### src/include/cpu_core_params.svh
// cpu_core_params.svh: offsets, widths, reset values and timing counts
// assumes inclusion by the package, the checker and the testbench
`ifndef CPU_CORE_PARAMS_SVH
`define CPU_CORE_PARAMS_SVH

// =====================================================================
// clock
`define CLK_SYS_PERIOD_NS 4
`define ICLK_DIV 3
`define CLKMODE_DEFAULT 2'h3

// =====================================================================
// apb register byte offsets
`define REG_CTRL 12'h000
`define REG_OP 12'h004
`define REG_ACC 12'h008
`define REG_BREG 12'h00c
`define REG_EREG 12'h010
`define REG_DREG 12'h014
`define REG_PC 12'h018
`define REG_STATUS 12'h01c
`define REG_MEM 12'h020
`define REG_DPTR 12'h024
`define REG_VECTOR 12'h028

// =====================================================================
// op field in REG_OP: bits 4:0 code, bits 11:8 immediate / bit index
`define OP_CODE_LSB 0
`define OP_IMM_LSB 8
`define OP_TGT_LSB 16

// =====================================================================
// widths
`define PC_W 12
`define PAGE_LSB 7
`define DP_W 10
`define STACK_DEPTH 8
`endif

### src/include/cpu_core_pkg.sv
// cpu_core_pkg: types for the register and stack core
// assumes cpu_core_params.svh sits on the include path
package cpu_core_pkg;
`include "cpu_core_params.svh"

    typedef enum logic [4:0] {
        OP_NOP, OP_ADD_IMM, add_memory_op, add_memory_carry_op,
        OP_AND_MEM, OP_OR_MEM, OP_CMP_MEM, OP_SET_BIT, OP_CLR_BIT,
        rotate_right_op, set_carry_op, clear_carry_op,
        OP_B_TO_E, OP_E_TO_B, OP_XCH_E, OP_LOAD_D,
        OP_CALL, OP_RETURN, table_lookup_op, page_branch_op,
        special_page_call_op, read_stack_level_op, OP_INT_ENTRY,
        OP_INT_RETURN, OP_SET_SKIP, OP_BACKUP_RETURN
    } op_code_t;

    typedef struct packed {
        logic [`DP_W-1:0] dptr;
        logic carry;
        logic skip;
        logic [3:0] acc;
        logic [3:0] breg;
    } context_t;

    typedef enum {ST_IDLE, ST_EXEC} seq_state_t;

    typedef struct packed {
        logic [31:0] prdata;
        logic pready;
        logic pslverr;
    } apb_resp_t;
endpackage : cpu_core_pkg

### src/hdl/cpu_register_stack_core.sv
// cpu_register_stack_core: accumulator, carry, B/E/D registers, return
// stack, interrupt context save and the clock dividers of a 4-bit cpu.
// assumes an apb master on CLK_SYS; software plays the fetch/decode side
// by writing operations into REG_OP and memory data into REG_MEM.
`timescale 1ns/1ps

// Functional notes
// - mode bits 3:2 select system clock divide by 1, 2, 4 or 8.
// - divide-by-8 mode is selected at reset and backup return.
// - instruction clock is system clock over three; one machine cycle.
// - alu does 4-bit add, compare, and, or and bit manipulation.
// - add memory with carry sets carry on carry out.
// - add immediate and plain add memory leave carry unchanged.
// - rotate right moves accumulator bit 0 into carry.
// - set carry forces one, clear carry forces zero.
// - B is a 4-bit register pairing with accumulator for 8 bits.
// - 8-bit E exchanges with B (high) and accumulator (low).
// - 3-bit D with accumulator forms 7-bit in-page rom pointer.
// - pc is pushed on interrupt entry, call and table lookup.
// - return stack has eight identical entries, eight nesting levels.
// - stack wraps unprotected; push at pointer 7 goes to 0.
// - 3-bit stack pointer is copied to accumulator by read level.
// - interrupt entry saves dptr, carry, skip, A and B.
// - only interrupt entry writes the context save register.
// - skip flag suppresses next instruction; kept across interrupts.
// - pc is page field plus 7-bit in-page field; in-page overflow carries into the page.
// - interrupt entry loads vector while pushing return address.
module cpu_register_stack_core
    import cpu_core_pkg::*;
#(
    parameter int PC_WIDTH = `PC_W
) (
    // clock and reset
    input wire logic CLK_SYS,
    input wire logic RST_N,
    // apb slave
    input wire logic PSEL,
    input wire logic PENABLE,
    input wire logic PWRITE,
    input wire logic [11:0] PADDR,
    input wire logic [31:0] PWDATA,
    output logic [31:0] PRDATA,
    output logic PREADY,
    output logic PSLVERR,
    // clocks out
    output logic SYS_CLK_EN,
    output logic INSTR_CLK_EN
);

    // =================================================================
    // state
    typedef struct packed {
        logic [1:0] clock_mode_reg;
        logic [2:0] div_cnt;
        logic [1:0] iclk_cnt;
        logic sys_en;
        logic iclk_en;
        logic [3:0] acc;
        logic carry_bit;
        logic [3:0] breg;
        logic [7:0] ereg;
        logic [2:0] dreg;
        logic skip;
        logic [PC_WIDTH-1:0] pc;
        logic [2:0] stack_level_ptr;
        logic [7:0][PC_WIDTH-1:0] return_stack;
        context_t interrupt_context_save;
        logic [3:0] mem;
        logic [`DP_W-1:0] dptr;
        logic [PC_WIDTH-1:0] vector;
        logic op_pend;
        logic [31:0] op_word;
        logic busy;
        apb_resp_t resp;
    } core_t;

    core_t s_q, s_d;

    function automatic logic [2:0] div_mask(input logic [1:0] mode);
        case (mode)
            2'h0: div_mask = 3'h0;
            2'h1: div_mask = 3'h1;
            2'h2: div_mask = 3'h3;
            default: div_mask = 3'h7;
        endcase
    endfunction : div_mask

    function automatic logic [PC_WIDTH-1:0] in_page(
        input logic [PC_WIDTH-1:0] pc, input logic [2:0] d,
        input logic [3:0] a);
        in_page = {pc[PC_WIDTH-1:`PAGE_LSB], d, a};
    endfunction : in_page

    logic [4:0] sum;
    logic [3:0] imm;
    logic [PC_WIDTH-1:0] tgt;
    logic [2:0] sp_up;
    logic [2:0] sp_dn;
    logic access;
    op_code_t op;

    always_comb begin
        s_d = s_q;
        op = op_code_t'(s_q.op_word[`OP_CODE_LSB +: 5]);
        imm = s_q.op_word[`OP_IMM_LSB +: 4];
        tgt = s_q.op_word[`OP_TGT_LSB +: PC_WIDTH];
        sp_up = s_q.stack_level_ptr + 3'h1;
        sp_dn = s_q.stack_level_ptr - 3'h1;
        sum = 5'h0;
        access = PSEL && PENABLE;

        // =============================================================
        // clock dividers
        // a mode change restarts the count at the next wrap, so the first
        // tick after it may come early; nothing else sees the change
        s_d.div_cnt = (s_q.div_cnt >= div_mask(s_q.clock_mode_reg)) ?
            3'h0 : s_q.div_cnt + 3'h1;
        s_d.sys_en = (s_d.div_cnt == 3'h0);
        s_d.iclk_en = 1'b0;
        if (s_q.sys_en) begin
            s_d.iclk_cnt = (s_q.iclk_cnt == 2'(`ICLK_DIV - 1)) ?
                2'h0 : s_q.iclk_cnt + 2'h1;
            s_d.iclk_en = (s_q.iclk_cnt == 2'(`ICLK_DIV - 1));
        end

        // =============================================================
        // operation executes on one machine cycle boundary
        if (s_q.op_pend && s_q.iclk_en) begin
            s_d.op_pend = 1'b0;
            s_d.busy = 1'b0;
            if (s_q.skip && op != OP_INT_ENTRY &&
                    op != OP_INT_RETURN) begin
                s_d.skip = 1'b0;
            end else begin
                s_d.pc[`PAGE_LSB-1:0] = s_q.pc[`PAGE_LSB-1:0] + 7'h1;
                if (s_q.pc[`PAGE_LSB-1:0] == 7'h7f)
                    s_d.pc = s_q.pc + 1'b1;
                case (op)
                    OP_ADD_IMM: begin
                        s_d.acc = s_q.acc + imm;
                    end
                    add_memory_op: begin
                        s_d.acc = s_q.acc + s_q.mem;
                    end
                    add_memory_carry_op: begin
                        sum = {1'b0, s_q.acc} + {1'b0, s_q.mem} +
                            {4'h0, s_q.carry_bit};
                        s_d.acc = sum[3:0];
                        s_d.carry_bit = sum[4];
                    end
                    OP_AND_MEM: s_d.acc = s_q.acc & s_q.mem;
                    OP_OR_MEM: s_d.acc = s_q.acc | s_q.mem;
                    OP_CMP_MEM: s_d.skip = (s_q.acc == s_q.mem);
                    OP_SET_BIT: s_d.mem[imm[1:0]] = 1'b1;
                    OP_CLR_BIT: s_d.mem[imm[1:0]] = 1'b0;
                    rotate_right_op: begin
                        s_d.acc = {s_q.carry_bit, s_q.acc[3:1]};
                        s_d.carry_bit = s_q.acc[0];
                    end
                    set_carry_op: s_d.carry_bit = 1'b1;
                    clear_carry_op: s_d.carry_bit = 1'b0;
                    OP_B_TO_E: s_d.ereg = {s_q.breg, s_q.acc};
                    OP_E_TO_B: begin
                        s_d.breg = s_q.ereg[7:4];
                        s_d.acc = s_q.ereg[3:0];
                    end
                    OP_XCH_E: begin
                        s_d.ereg = {s_q.breg, s_q.acc};
                        s_d.breg = s_q.ereg[7:4];
                        s_d.acc = s_q.ereg[3:0];
                    end
                    OP_LOAD_D: s_d.dreg = imm[2:0];
                    OP_CALL: begin
                        // no overflow guard: a ninth push overwrites
                        s_d.return_stack[sp_up] = s_d.pc;
                        s_d.stack_level_ptr = sp_up;
                        s_d.pc = tgt;
                    end
                    OP_RETURN: begin
                        s_d.pc = s_q.return_stack[s_q.stack_level_ptr];
                        s_d.stack_level_ptr = sp_dn;
                    end
                    table_lookup_op: begin
                        // pc parks on the table word; fetch side returns
                        s_d.return_stack[sp_up] = s_d.pc;
                        s_d.stack_level_ptr = sp_up;
                        s_d.pc = {tgt[PC_WIDTH-1:`PAGE_LSB], s_q.dreg,
                            s_q.acc};
                    end
                    page_branch_op: begin
                        s_d.pc = in_page(tgt, s_q.dreg, s_q.acc);
                    end
                    special_page_call_op: begin
                        s_d.return_stack[sp_up] = s_d.pc;
                        s_d.stack_level_ptr = sp_up;
                        s_d.pc = in_page(tgt, s_q.dreg, s_q.acc);
                    end
                    read_stack_level_op: begin
                        s_d.acc = {1'b0, s_q.stack_level_ptr};
                    end
                    OP_INT_ENTRY: begin
                        // interrupted instruction not consumed: push pc
                        s_d.pc = s_q.vector;
                        s_d.return_stack[sp_up] = s_q.pc;
                        s_d.stack_level_ptr = sp_up;
                        // only writer of the context save
                        s_d.interrupt_context_save = '{dptr: s_q.dptr,
                            carry: s_q.carry_bit, skip: s_q.skip,
                            acc: s_q.acc, breg: s_q.breg};
                        s_d.skip = 1'b0;
                    end
                    OP_INT_RETURN: begin
                        s_d.pc = s_q.return_stack[s_q.stack_level_ptr];
                        s_d.stack_level_ptr = sp_dn;
                        s_d.dptr = s_q.interrupt_context_save.dptr;
                        s_d.carry_bit = s_q.interrupt_context_save.carry;
                        s_d.skip = s_q.interrupt_context_save.skip;
                        s_d.acc = s_q.interrupt_context_save.acc;
                        s_d.breg = s_q.interrupt_context_save.breg;
                    end
                    OP_SET_SKIP: s_d.skip = 1'b1;
                    OP_BACKUP_RETURN: begin
                        s_d.clock_mode_reg = `CLKMODE_DEFAULT;
                    end
                    default: begin
                    end
                endcase
            end
        end

        // =============================================================
        // apb slave: one wait state except REG_OP writes while an op pends
        // a write lands one edge before the master samples ready; the
        // master still holds the request, so no reader sees it early
        s_d.resp.pready = 1'b0;
        s_d.resp.pslverr = 1'b0;
        if (PSEL && !PENABLE) begin
            s_d.resp.prdata = 32'h0;
            case (PADDR)
                `REG_CTRL: s_d.resp.prdata[3:2] = s_q.clock_mode_reg;
                `REG_OP: s_d.resp.prdata = s_q.op_word;
                `REG_ACC: s_d.resp.prdata[3:0] = s_q.acc;
                `REG_BREG: s_d.resp.prdata[3:0] = s_q.breg;
                `REG_EREG: s_d.resp.prdata[7:0] = s_q.ereg;
                `REG_DREG: s_d.resp.prdata[2:0] = s_q.dreg;
                `REG_PC: s_d.resp.prdata[PC_WIDTH-1:0] = s_q.pc;
                `REG_STATUS: s_d.resp.prdata[5:0] = {s_q.busy,
                    s_q.skip, s_q.carry_bit, s_q.stack_level_ptr};
                `REG_MEM: s_d.resp.prdata[3:0] = s_q.mem;
                `REG_DPTR: s_d.resp.prdata[`DP_W-1:0] = s_q.dptr;
                `REG_VECTOR: s_d.resp.prdata[PC_WIDTH-1:0] = s_q.vector;
                default: s_d.resp.pslverr = 1'b1;
            endcase
            // hold error until the access phase
            s_d.resp.pslverr = 1'b0;
        end
        if (access && !s_q.resp.pready) begin
            s_d.resp.pready = !(PWRITE && PADDR == `REG_OP && s_q.op_pend);
            s_d.resp.pslverr = s_d.resp.pready && !(PADDR <= `REG_VECTOR);
            if (PWRITE && s_d.resp.pready) begin
                case (PADDR)
                    `REG_CTRL: s_d.clock_mode_reg = PWDATA[3:2];
                    `REG_OP: begin
                        s_d.op_word = PWDATA;
                        s_d.op_pend = 1'b1;
                        s_d.busy = 1'b1;
                    end
                    `REG_ACC: s_d.acc = PWDATA[3:0];
                    `REG_BREG: s_d.breg = PWDATA[3:0];
                    `REG_EREG: s_d.ereg = PWDATA[7:0];
                    `REG_DREG: s_d.dreg = PWDATA[2:0];
                    `REG_PC: s_d.pc = PWDATA[PC_WIDTH-1:0];
                    `REG_MEM: s_d.mem = PWDATA[3:0];
                    `REG_DPTR: s_d.dptr = PWDATA[`DP_W-1:0];
                    `REG_VECTOR: s_d.vector = PWDATA[PC_WIDTH-1:0];
                    default: begin
                    end
                endcase
            end
        end
    end

    // =================================================================
    // registers; E and D clear to zero here though software must not rely
    always_ff @(posedge CLK_SYS or negedge RST_N) begin
        if (!RST_N) begin
            s_q <= '0;
            s_q.clock_mode_reg <= `CLKMODE_DEFAULT;
        end else begin
            s_q <= s_d;
        end
    end

    assign PRDATA = s_q.resp.prdata;
    assign PREADY = s_q.resp.pready;
    assign PSLVERR = s_q.resp.pslverr;
    assign SYS_CLK_EN = s_q.sys_en;
    assign INSTR_CLK_EN = s_q.iclk_en;

endmodule : cpu_register_stack_core

### config.mk
export PLATFORM = sky130hd
export DESIGN_NAME = cpu_register_stack_core
export DESIGN_NICKNAME = d
export VERILOG_FILES = /design/src/include/cpu_core_pkg.sv /design/src/hdl/cpu_register_stack_core.sv
export VERILOG_INCLUDE_DIRS = /design/src /design/src/include
export SDC_FILE = /design/constraint.sdc
export NUM_CORES = 1
export LEC_CHECK = 0
export ABC_CLOCK_PERIOD_IN_PS = 3900
export BUFFER_PORTS_ARGS = -buffer_cell sky130_fd_sc_hd__clkbuf_2
export CORE_MARGIN = 3
export CORE_UTILIZATION = 35
export DETAILED_ROUTE_END_ITERATION = 8
export GPL_TIMING_DRIVEN = 0
export HOLD_SLACK_MARGIN = 0.12
export PLACE_DENSITY = 0.48
export SYNTH_ARGS = -nofsm -noshare
export SYNTH_HDL_FRONTEND = slang
export SYNTH_SLANG_ARGS = --single-unit
### constraint.sdc
create_clock -name CLK_SYS -period 3.9 [get_ports CLK_SYS]
set_input_delay 0.78 -clock CLK_SYS [delete_from_list [all_inputs] [get_ports CLK_SYS]]
set_output_delay 0.78 -clock CLK_SYS [all_outputs]
set_load 0.1 [all_outputs]
# After elaboration in Yosys (flattened, before gate mapping)
# Cells that the tools add are included.
word_totals:
  memories: 0
  latchBits: 0
  output_inout_bits: 36
  rom_bits: 0
  mem_bits_rw: 0
  regBits: 255
  in_bits: 49
classes:
  n_reduce_logical: 36
  bitwise_logic: 6
  order_cmp: 7
  add_sub_neg: 10
  n_eq_ne: 42
  n_mul: 0
  n_shift: 0
  div_mod_pow: 0
  muxes: 65
ops:
  columns: ["cell", "n"]
  rows:
  - ["$bwmux 96", 2]
  - ["$pmux 96 s2", 1]
  - ["$mux 166", 1]
  - ["$mux 145", 1]
  - ["$mux 60", 2]
  - ["$mux 12", 9]
  - ["$mux 20", 3]
  - ["$eq 5x5->1 const B", 10]
  - ["$eq 12x5->1 const B", 4]
  - ["$pmux 12 s4", 1]
  - ["$eq 5x4->1 const B", 8]
  - ["$bmux 12 s3", 1]
  - ["$demux 12 s3", 1]
  - ["$eq 12x6->1 const B", 3]
  - ["$pmux 4 s9", 1]
  - ["$mux 34", 1]
  - ["$mux 15", 2]
  - ["$eq 12x4->1 const B", 2]
  - ["$eq 5x3->1 const B", 4]
  - ["$mux 10", 2]
  - ["$mux 4", 5]
  - ["$pmux 2 s10", 1]
  - ["$reduce_and 3->1", 6]
  - ["$mux 2", 8]
  - ["52 further kinds", 87]

# Logic depth before layout (Yosys ltp)
# Gate-level depths: netlist of the first run.
depth:
  word_depth: 12
  depth_mapped: 14
  depth_no_buf: 12

# Least setup slack after synthesis of the first run
# Ideal clock, no wire load.
synth_timing:
  path_kind: "reg-to-reg"
  start: "reg s_q, in the netlist op[1]"
  end: "reg s_q[244] (netlist bit)"
  path_slack_ps: 1124
  synth_period_minus_slack_ps: 2776
  path_buffers: 1
  setup_ps: 138
  required_time_ps: 3762
  stages_incl_launch_ff: 13
  t_arrival_ps: 2638
  cell_sequence: "dfrtp_1 -> clkbuf_1 -> nor3b_1 -> nand2_1 -> o21ai_0 -> ha_1 -> inv_1 -> fa_1 -> xnor2_1 -> nand4_1 -> o211ai_1 -> a2111oi_0 -> o31ai_1"
synth_lines:
  columns: ["element", "line", "text"]
  rows:
  - ["from (decl)", "cpu_register_stack_core.sv:77", "core_t s_q, s_d;"]

==> results of run 1 <==
## logic make-up after synthesis
| group | after synthesis |
|---|---|
| multiplexers | 144 |
| XOR/XNOR | 25 |
| AO/OA/AOI/OAI | 310 |
| buffers and inverters | 157 |
| adder cells (fa/ha/maj) | 21 |
| AND/OR/NAND/NOR | 441 |
| flip-flops | 255 |
## layer usage
layer | up-vias | part of all wire | track usage
met5 | - | 0 | 0
met4 | 0 | 0.015 | 0.0415
met3 | 45 | 0.068 | 0.0332
met2 | 358 | 0.45 | 0.354
met1 | 5622 | 0.47 | 0.340
li1 | 5090 | - | -
## layout by cell type, fill, tap and decap left out, drive strengths merged, types with 32 or more instances in the layout
cell type,instances
o21ai,132
nor2,69
dfrtp,253
a21oi,48
mux2i,47
inv,32
mux2,73
clkbuf,188
buf,64
nand2,195
nand3,50
## through the flow
stage / worst slack (ns) / utilization / hold slack [ns] / instance area, sq um
2_1_floorplan: 1.12 / - / 0.440 / 13600
4_1_cts: 0.344 / 0.412 / 0.305 / 15700
6_report: 0.346 / 0.412 / 0.295 / 15700
3_3_place_gp: -3.61 / 0.386 / 0.453 / 14700
3_5_place_dp: 0.354 / 0.388 / 0.457 / 14800
5_1_grt: 0.0434 / 0.412 / 0.345 / 15700
## area by class of cell
cell class / count / area share
Clock buffer: 43 / 0.0522
Inverter: 31 / 0.00742
Sequential cell: 255 / 0.407
Buffer: 126 / 0.0406
Clock inverter: 8 / 0.00631
Timing Repair Buffer: 83 / 0.0299
Tap cell: 511 / 0.0408
Multi-Input combinational cell: 941 / 0.415
## power groups by stage
stage / Sequential, mW / Clock, mW / Combinational, mW
after CTS: 2.68 / 2.76 / 0.353
after global routing: 2.68 / 2.87 / 0.377
after detailed placement: 2.73 / 0 / 0.353
final: 2.68 / 2.69 / 0.348
after floorplan: 2.75 / 0 / 0.167
after global placement: 2.73 / 0 / 0.346
## how the worst max path moves through the flow
stage | slack, ns | from | end | cells past startpoint
after global placement | -3.61 | RST_N | async pin | 1
after global routing | 0.04 | s_q[210] | flop | 9
after floorplan | 1.12 | op[1] | s_q[244] | 12
after CTS | 0.34 | s_q[210] | flop | 9
after detailed placement | 0.35 | s_q[210] | flop | 10
final | 0.35 | s_q[210] | flop | 9
==> reports/metrics.yaml, run 1 <==
row_count: 71
die_w_um: 203
end_kind: "flop"
first_pass_iters: 8
final.period_utilization: 0.911
synthMuxAreaShare: 0.137
routed_wl_mm: 46.8
cts_tree: "yes"
htreeDepth: 1
ios: 85
clkPwrFrac: 0.471
min_period_ns: 3.55
cts_root_buf: "clkbuf_16"
reg2reg_slack_ns: 0.35
antenna-diode-count: 0
nets: 1537
max_cap_viol_count: 0
die-area_sq_um: 41400
cts_buffers: 29
synth-xor-area-share: 0.0160
grt_remaining_overflow: 0
crit_chain: "buf_2 > buf_1 > inv_2 > ha_1 > and3_1 > and3_1 > clkbuf_1 > clkbuf_1 > a21oi_1"
drt-initial-drc-count: 999
dp_cells: 1947
synth_edf_count: 0
synthCells: 1353
tightest_slew_ns: 1.03
synthAdderAreaFrac: 0.0209
finalClockSkew_ns: 0.0238
critPathRequiredTime_ns: 4.29
via_count: 11100
ys_seq_elements: 255
finalSetupTns_ns: 0
rsz0062_at_grt: "false"
areaGrowthSynthToFinish_pct: 14.8
share_comb_of_total_power: 0.061
cts-resized-gates: 0
powerDensity_nw_per_um2: 365
critPathMaxFanout: 10
crit_path_start_kind: "flop"
finalSetupViolCount: 0
synth_largest_area_cell: "dfrtp_1"
cp_top_family: "buffers and inverters"
clk_pin_slew_ns: 0.06
drc: 0
netlist_area_sq_um: 13600
antenna_found_initial: 1
final_layout_size_suffix_gt1_frac: 0.182
hpwlAfterDp_mm: 34.3
p_leak_nw: 6.87
seq_area_frac_synth: 0.468
synth_top_family_by_area: "simple AND/OR/NAND/NOR gates"
vdd_ir_drop_max_uv: 234
coreArea_sq_um: 38000
cts_sinks: 255
grt_pass1_wl_mm: 72.1
rr_worst_depth: 9
cp.arrival_ns: 3.95
post_drt_wl_per_cell_um: 23.4
insertion_delay_ns: 0.56
p_sw_frac: 0.245
fillers: 3864
r2r_start: "s_q[210]"
syn_avg_cell_area_sq_um: 10.1
place_congestion: 0.958
synth_nets: 1423
first_global_vias: 11100
synth_top_area_share: 0.464
slew_headroom: 0.311
yosys_warnings: 0
internal-power_mw: 4.32
start_util: 0.359
grtUsageTotal: 0.227
max_stage_delay_ns: 0.68
post-synth-top-count-cell: "dfrtp_1"
synth-main-ff-cell: "dfrtp_1"
seq_power_share: 0.469
clock_path_buffers: 3
drv_slew: 0
path_buf_inv: 5
multi_input_area_sq_um: 6510
status: "completed"
max_clock_freq_ghz: 0.281
avgViaCountPerCell: 5.56
hp-class: "in -> async"
dieHeight_um: 203
synth_cell_types: 84
slowest_stage: "buf_1"
register_area_sq_um: 6380
drtAntennaViolNets: 0
fin_cells: 1998
yosys-top-cells-area: "dfrtp_1 46%, nand2_1 5.3%, o21ai_0 4.4%"
switching_power_mw: 1.40
io_buffers: 81
grt_max_degree: 109
path_class: "reg -> reg"
ctsHoldBuffers: 0
postCtsSetupBuffers: 0
synthTopCellsByCount: "253 x dfrtp_1, 194 x nand2_1, 119 x o21ai_0"
power_mw: 5.72
synth_compound_area_frac: 0.142
async_flop_share: 1.00
hold_viol_final: 0
synth_simple_gate_area_frac: 0.161
Power figures use the tool's default switching activity.
==> run 2: changes to the inputs <==
--- a/config.mk
+++ b/config.mk
@@ -6,6 +6,7 @@
 export SDC_FILE = /design/constraint.sdc
 export NUM_CORES = 1
 export LEC_CHECK = 0
+export ABC_AREA = 1
 export ABC_CLOCK_PERIOD_IN_PS = 3900
 export BUFFER_PORTS_ARGS = -buffer_cell sky130_fd_sc_hd__clkbuf_2
 export CORE_MARGIN = 3
==> run 2 against run 1 <==
Effect of this change:
- worst hold slack got worse by 0.014 ns
- synthesized cell count is 37% higher
- register-to-register slack better by 0.70 ns
- combinational power decreased by 22%
- largest cell class is now registers
- non-clock buffer count shrank 17
- setup slack better by 0.70 ns
- clock skew down 0.013 ns
==> reports/metrics.yaml, run 2 <==
dieHeight_um: 206
status: "completed"
drv_slew: 0
finalClockSkew_ns: 0.0107
post_drt_wl_per_cell_um: 19.6
p_leak_nw: 7.80
drtAntennaViolNets: 0
synth_edf_count: 0
ios: 85
dp_cells: 2457
holdWs_ns: 0.281
critPathRequiredTime_ns: 4.34
yosys-top-cells-area: "dfrtp_1 45%, nand2_1 15%, o21ai_0 5.9%"
clock_path_buffers: 3
path_buf_inv: 5
path_class: "reg -> reg"
grt_remaining_overflow: 0
cts_root_buf: "clkbuf_16"
synth_nets: 1924
tightest_slew_ns: 1.01
crit_top_cell: "nand3_1"
grt_max_degree: 88
vdd_ir_drop_max_uv: 404
max_clock_freq_ghz: 0.350
nets: 2042
slowest_stage: "fa_1"
synth_cell_types: 44
hold_viol_final: 0
final.period_utilization: 0.733
row_count: 72
syn_avg_cell_area_sq_um: 7.53
powerDensity_nw_per_um2: 364
grt_pass1_wl_mm: 74.8
dpl_cell_area_sq_um: 15100
cp_top_family: "buffers and inverters"
layout_common_cells: "545 x nand2_1, 253 x dfrtp_1, 180 x inv_1"
crit_path_start_kind: "flop"
cts_buffers: 31
antenna-diode-count: 0
coreArea_sq_um: 39000
seq_area_frac_synth: 0.457
grtUsageTotal: 0.232
max_stage_delay_ns: 0.47
end_kind: "flop"
postCtsSetupBuffers: 0
synthCells: 1854
multi_input_area_sq_um: 6280
cts_tree: "yes"
die-area_sq_um: 42300
ctsHoldBuffers: 0
post-synth-top-count-cell: "nand2_1"
place_congestion: 0.945
cp.arrival_ns: 3.30
layout_commonest_cell: "nand2_1"
start_util: 0.358
ys_seq_elements: 255
cts-resized-gates: 0
crit_chain: "buf_2 > inv_2 > buf_2 > nand3_1 > o21ai_0 > ha_1 > inv_1 > fa_1 > inv_1 > nand2_1 > nand3_1 > nor2_1 > nand2_1 > nand3_1 > o21ai_0"
yosys_warnings: 0
finish.utilization: 0.413
synth_largest_area_cell: "dfrtp_1"
die_w_um: 206
netlist_area_sq_um: 14000
routed_wl_mm: 49.2
drc: 0
insertion_delay_ns: 0.58
io_buffers: 83
hpwlAfterDp_mm: 36.7
fillers: 4128
areaGrowthSynthToFinish_pct: 15.4
finalSetupViolCount: 0
cts_sinks: 255
drt-initial-drc-count: 982
clk_pin_slew_ns: 0.06
slew_headroom: 0.325
final_layout_size_suffix_gt1_frac: 0.139
fin_cells: 2513
first_global_vias: 12300
avgViaCountPerCell: 5.09
register_area_sq_um: 6380
synthTopCellsByCount: "545 x nand2_1, 253 x dfrtp_1, 180 x inv_1"
reg2reg_slack_ns: 1.04
critPathMaxFanout: 10
htreeDepth: 1
first_pass_iters: 6
synth_top_area_share: 0.453
antenna_found_initial: 0
max_cap_viol_count: 0
synth-main-ff-cell: "dfrtp_1"
async_flop_share: 1.00
min_period_ns: 2.86
final_area_sq_um: 16100
hp-class: "in -> async"
rsz0062_at_grt: "false"
via_count: 12800
[run 2: cell types whose count changed in the layout (fill, tap and decap cells not counted), moves of 21 or more]
cell,change
a22oi_1,-21
clkbuf_1,-33
inv_1,+150
mux2_1,-23
mux2i_1,-47
mux4_2,-24
nand2_1,+351
nand3_1,+89
nor2_1,+109
o21ai_0,+45
o21ai_1,+69
[run 2: path summary, 6_finish.rpt]
check | start | end | cells past startpoint
worst max-delay path | op[4] | s_q[243] | 15
worst min-delay path | RST_N | s_q[66] | 1
worst max register to register | op[4] | s_q[243] | 15
worst min register to register | s_q[250] | s_q[250] | 1
max in group asynchronous | RST_N | s_q[254] | 2
min in group CLK_SYS | PWDATA[31] | s_q[66] | 2
[run 2: logic make-up after synthesis]
group / count (synthesis) / synth area share
AND/OR/NAND/NOR: 923 / 0.279
AO/OA/AOI/OAI: 317 / 0.117
buffers and inverters: 296 / 0.0934
flip-flops: 255 / 0.457
multiplexers: 34 / 0.0274
adder cells (fa/ha/maj): 21 / 0.0204
XOR/XNOR: 8 / 0.00502
[run 2: through the flow]
step                      setup WS [ns]  power, mW  TNS [ns]
after floorplan                    1.52       2.86         0
after global placement            -3.72       3.01   -935.75
after detailed placement          0.891       3.02         0
after CTS                          1.05       5.95         0
after global routing              0.744       6.07         0
final                              1.04       5.87         0
[run 2: report_power, final]
group / internal (mW) / switching, mW
clock: 1.72 / 1.20
sequential: 2.67 / 0.0216
combinational: 0.0551 / 0.218
total: 4.44 / 1.44
[run 2: final cells by class]
| class | instances | share of cell area |
|---|---|---|
| Sequential cell | 255 | 0.396 |
| Multi-Input combinational cell | 1303 | 0.390 |
| Clock buffer | 42 | 0.0550 |
| Inverter | 189 | 0.0440 |
| Tap cell | 518 | 0.0402 |
| Buffer | 107 | 0.0370 |
| Timing Repair Buffer | 85 | 0.0297 |
| Clock inverter | 14 | 0.00838 |
[run 2: worst reg2reg max path: stages (launching register included)]
cell and delay [ns]:
dfrtp_1 0.43, buf_2 0.22, inv_2 0.13, buf_2 0.24
nand3_1 0.23, o21ai_0 0.23, ha_1 0.20, inv_1 0.06
fa_1 0.47, inv_1 0.04, nand2_1 0.06, nand3_1 0.11
nor2_1 0.10, nand2_1 0.05, nand3_1 0.05, o21ai_0 0.10
[run 2: per-layer routing]
metal	vias to the layer above	GRT usage	share of wire
met5	-	0	0
li1	6172	-	-
met1	6216	0.336	0.47
met2	340	0.370	0.45
met3	62	0.0335	0.054
met4	0	0.0548	0.025
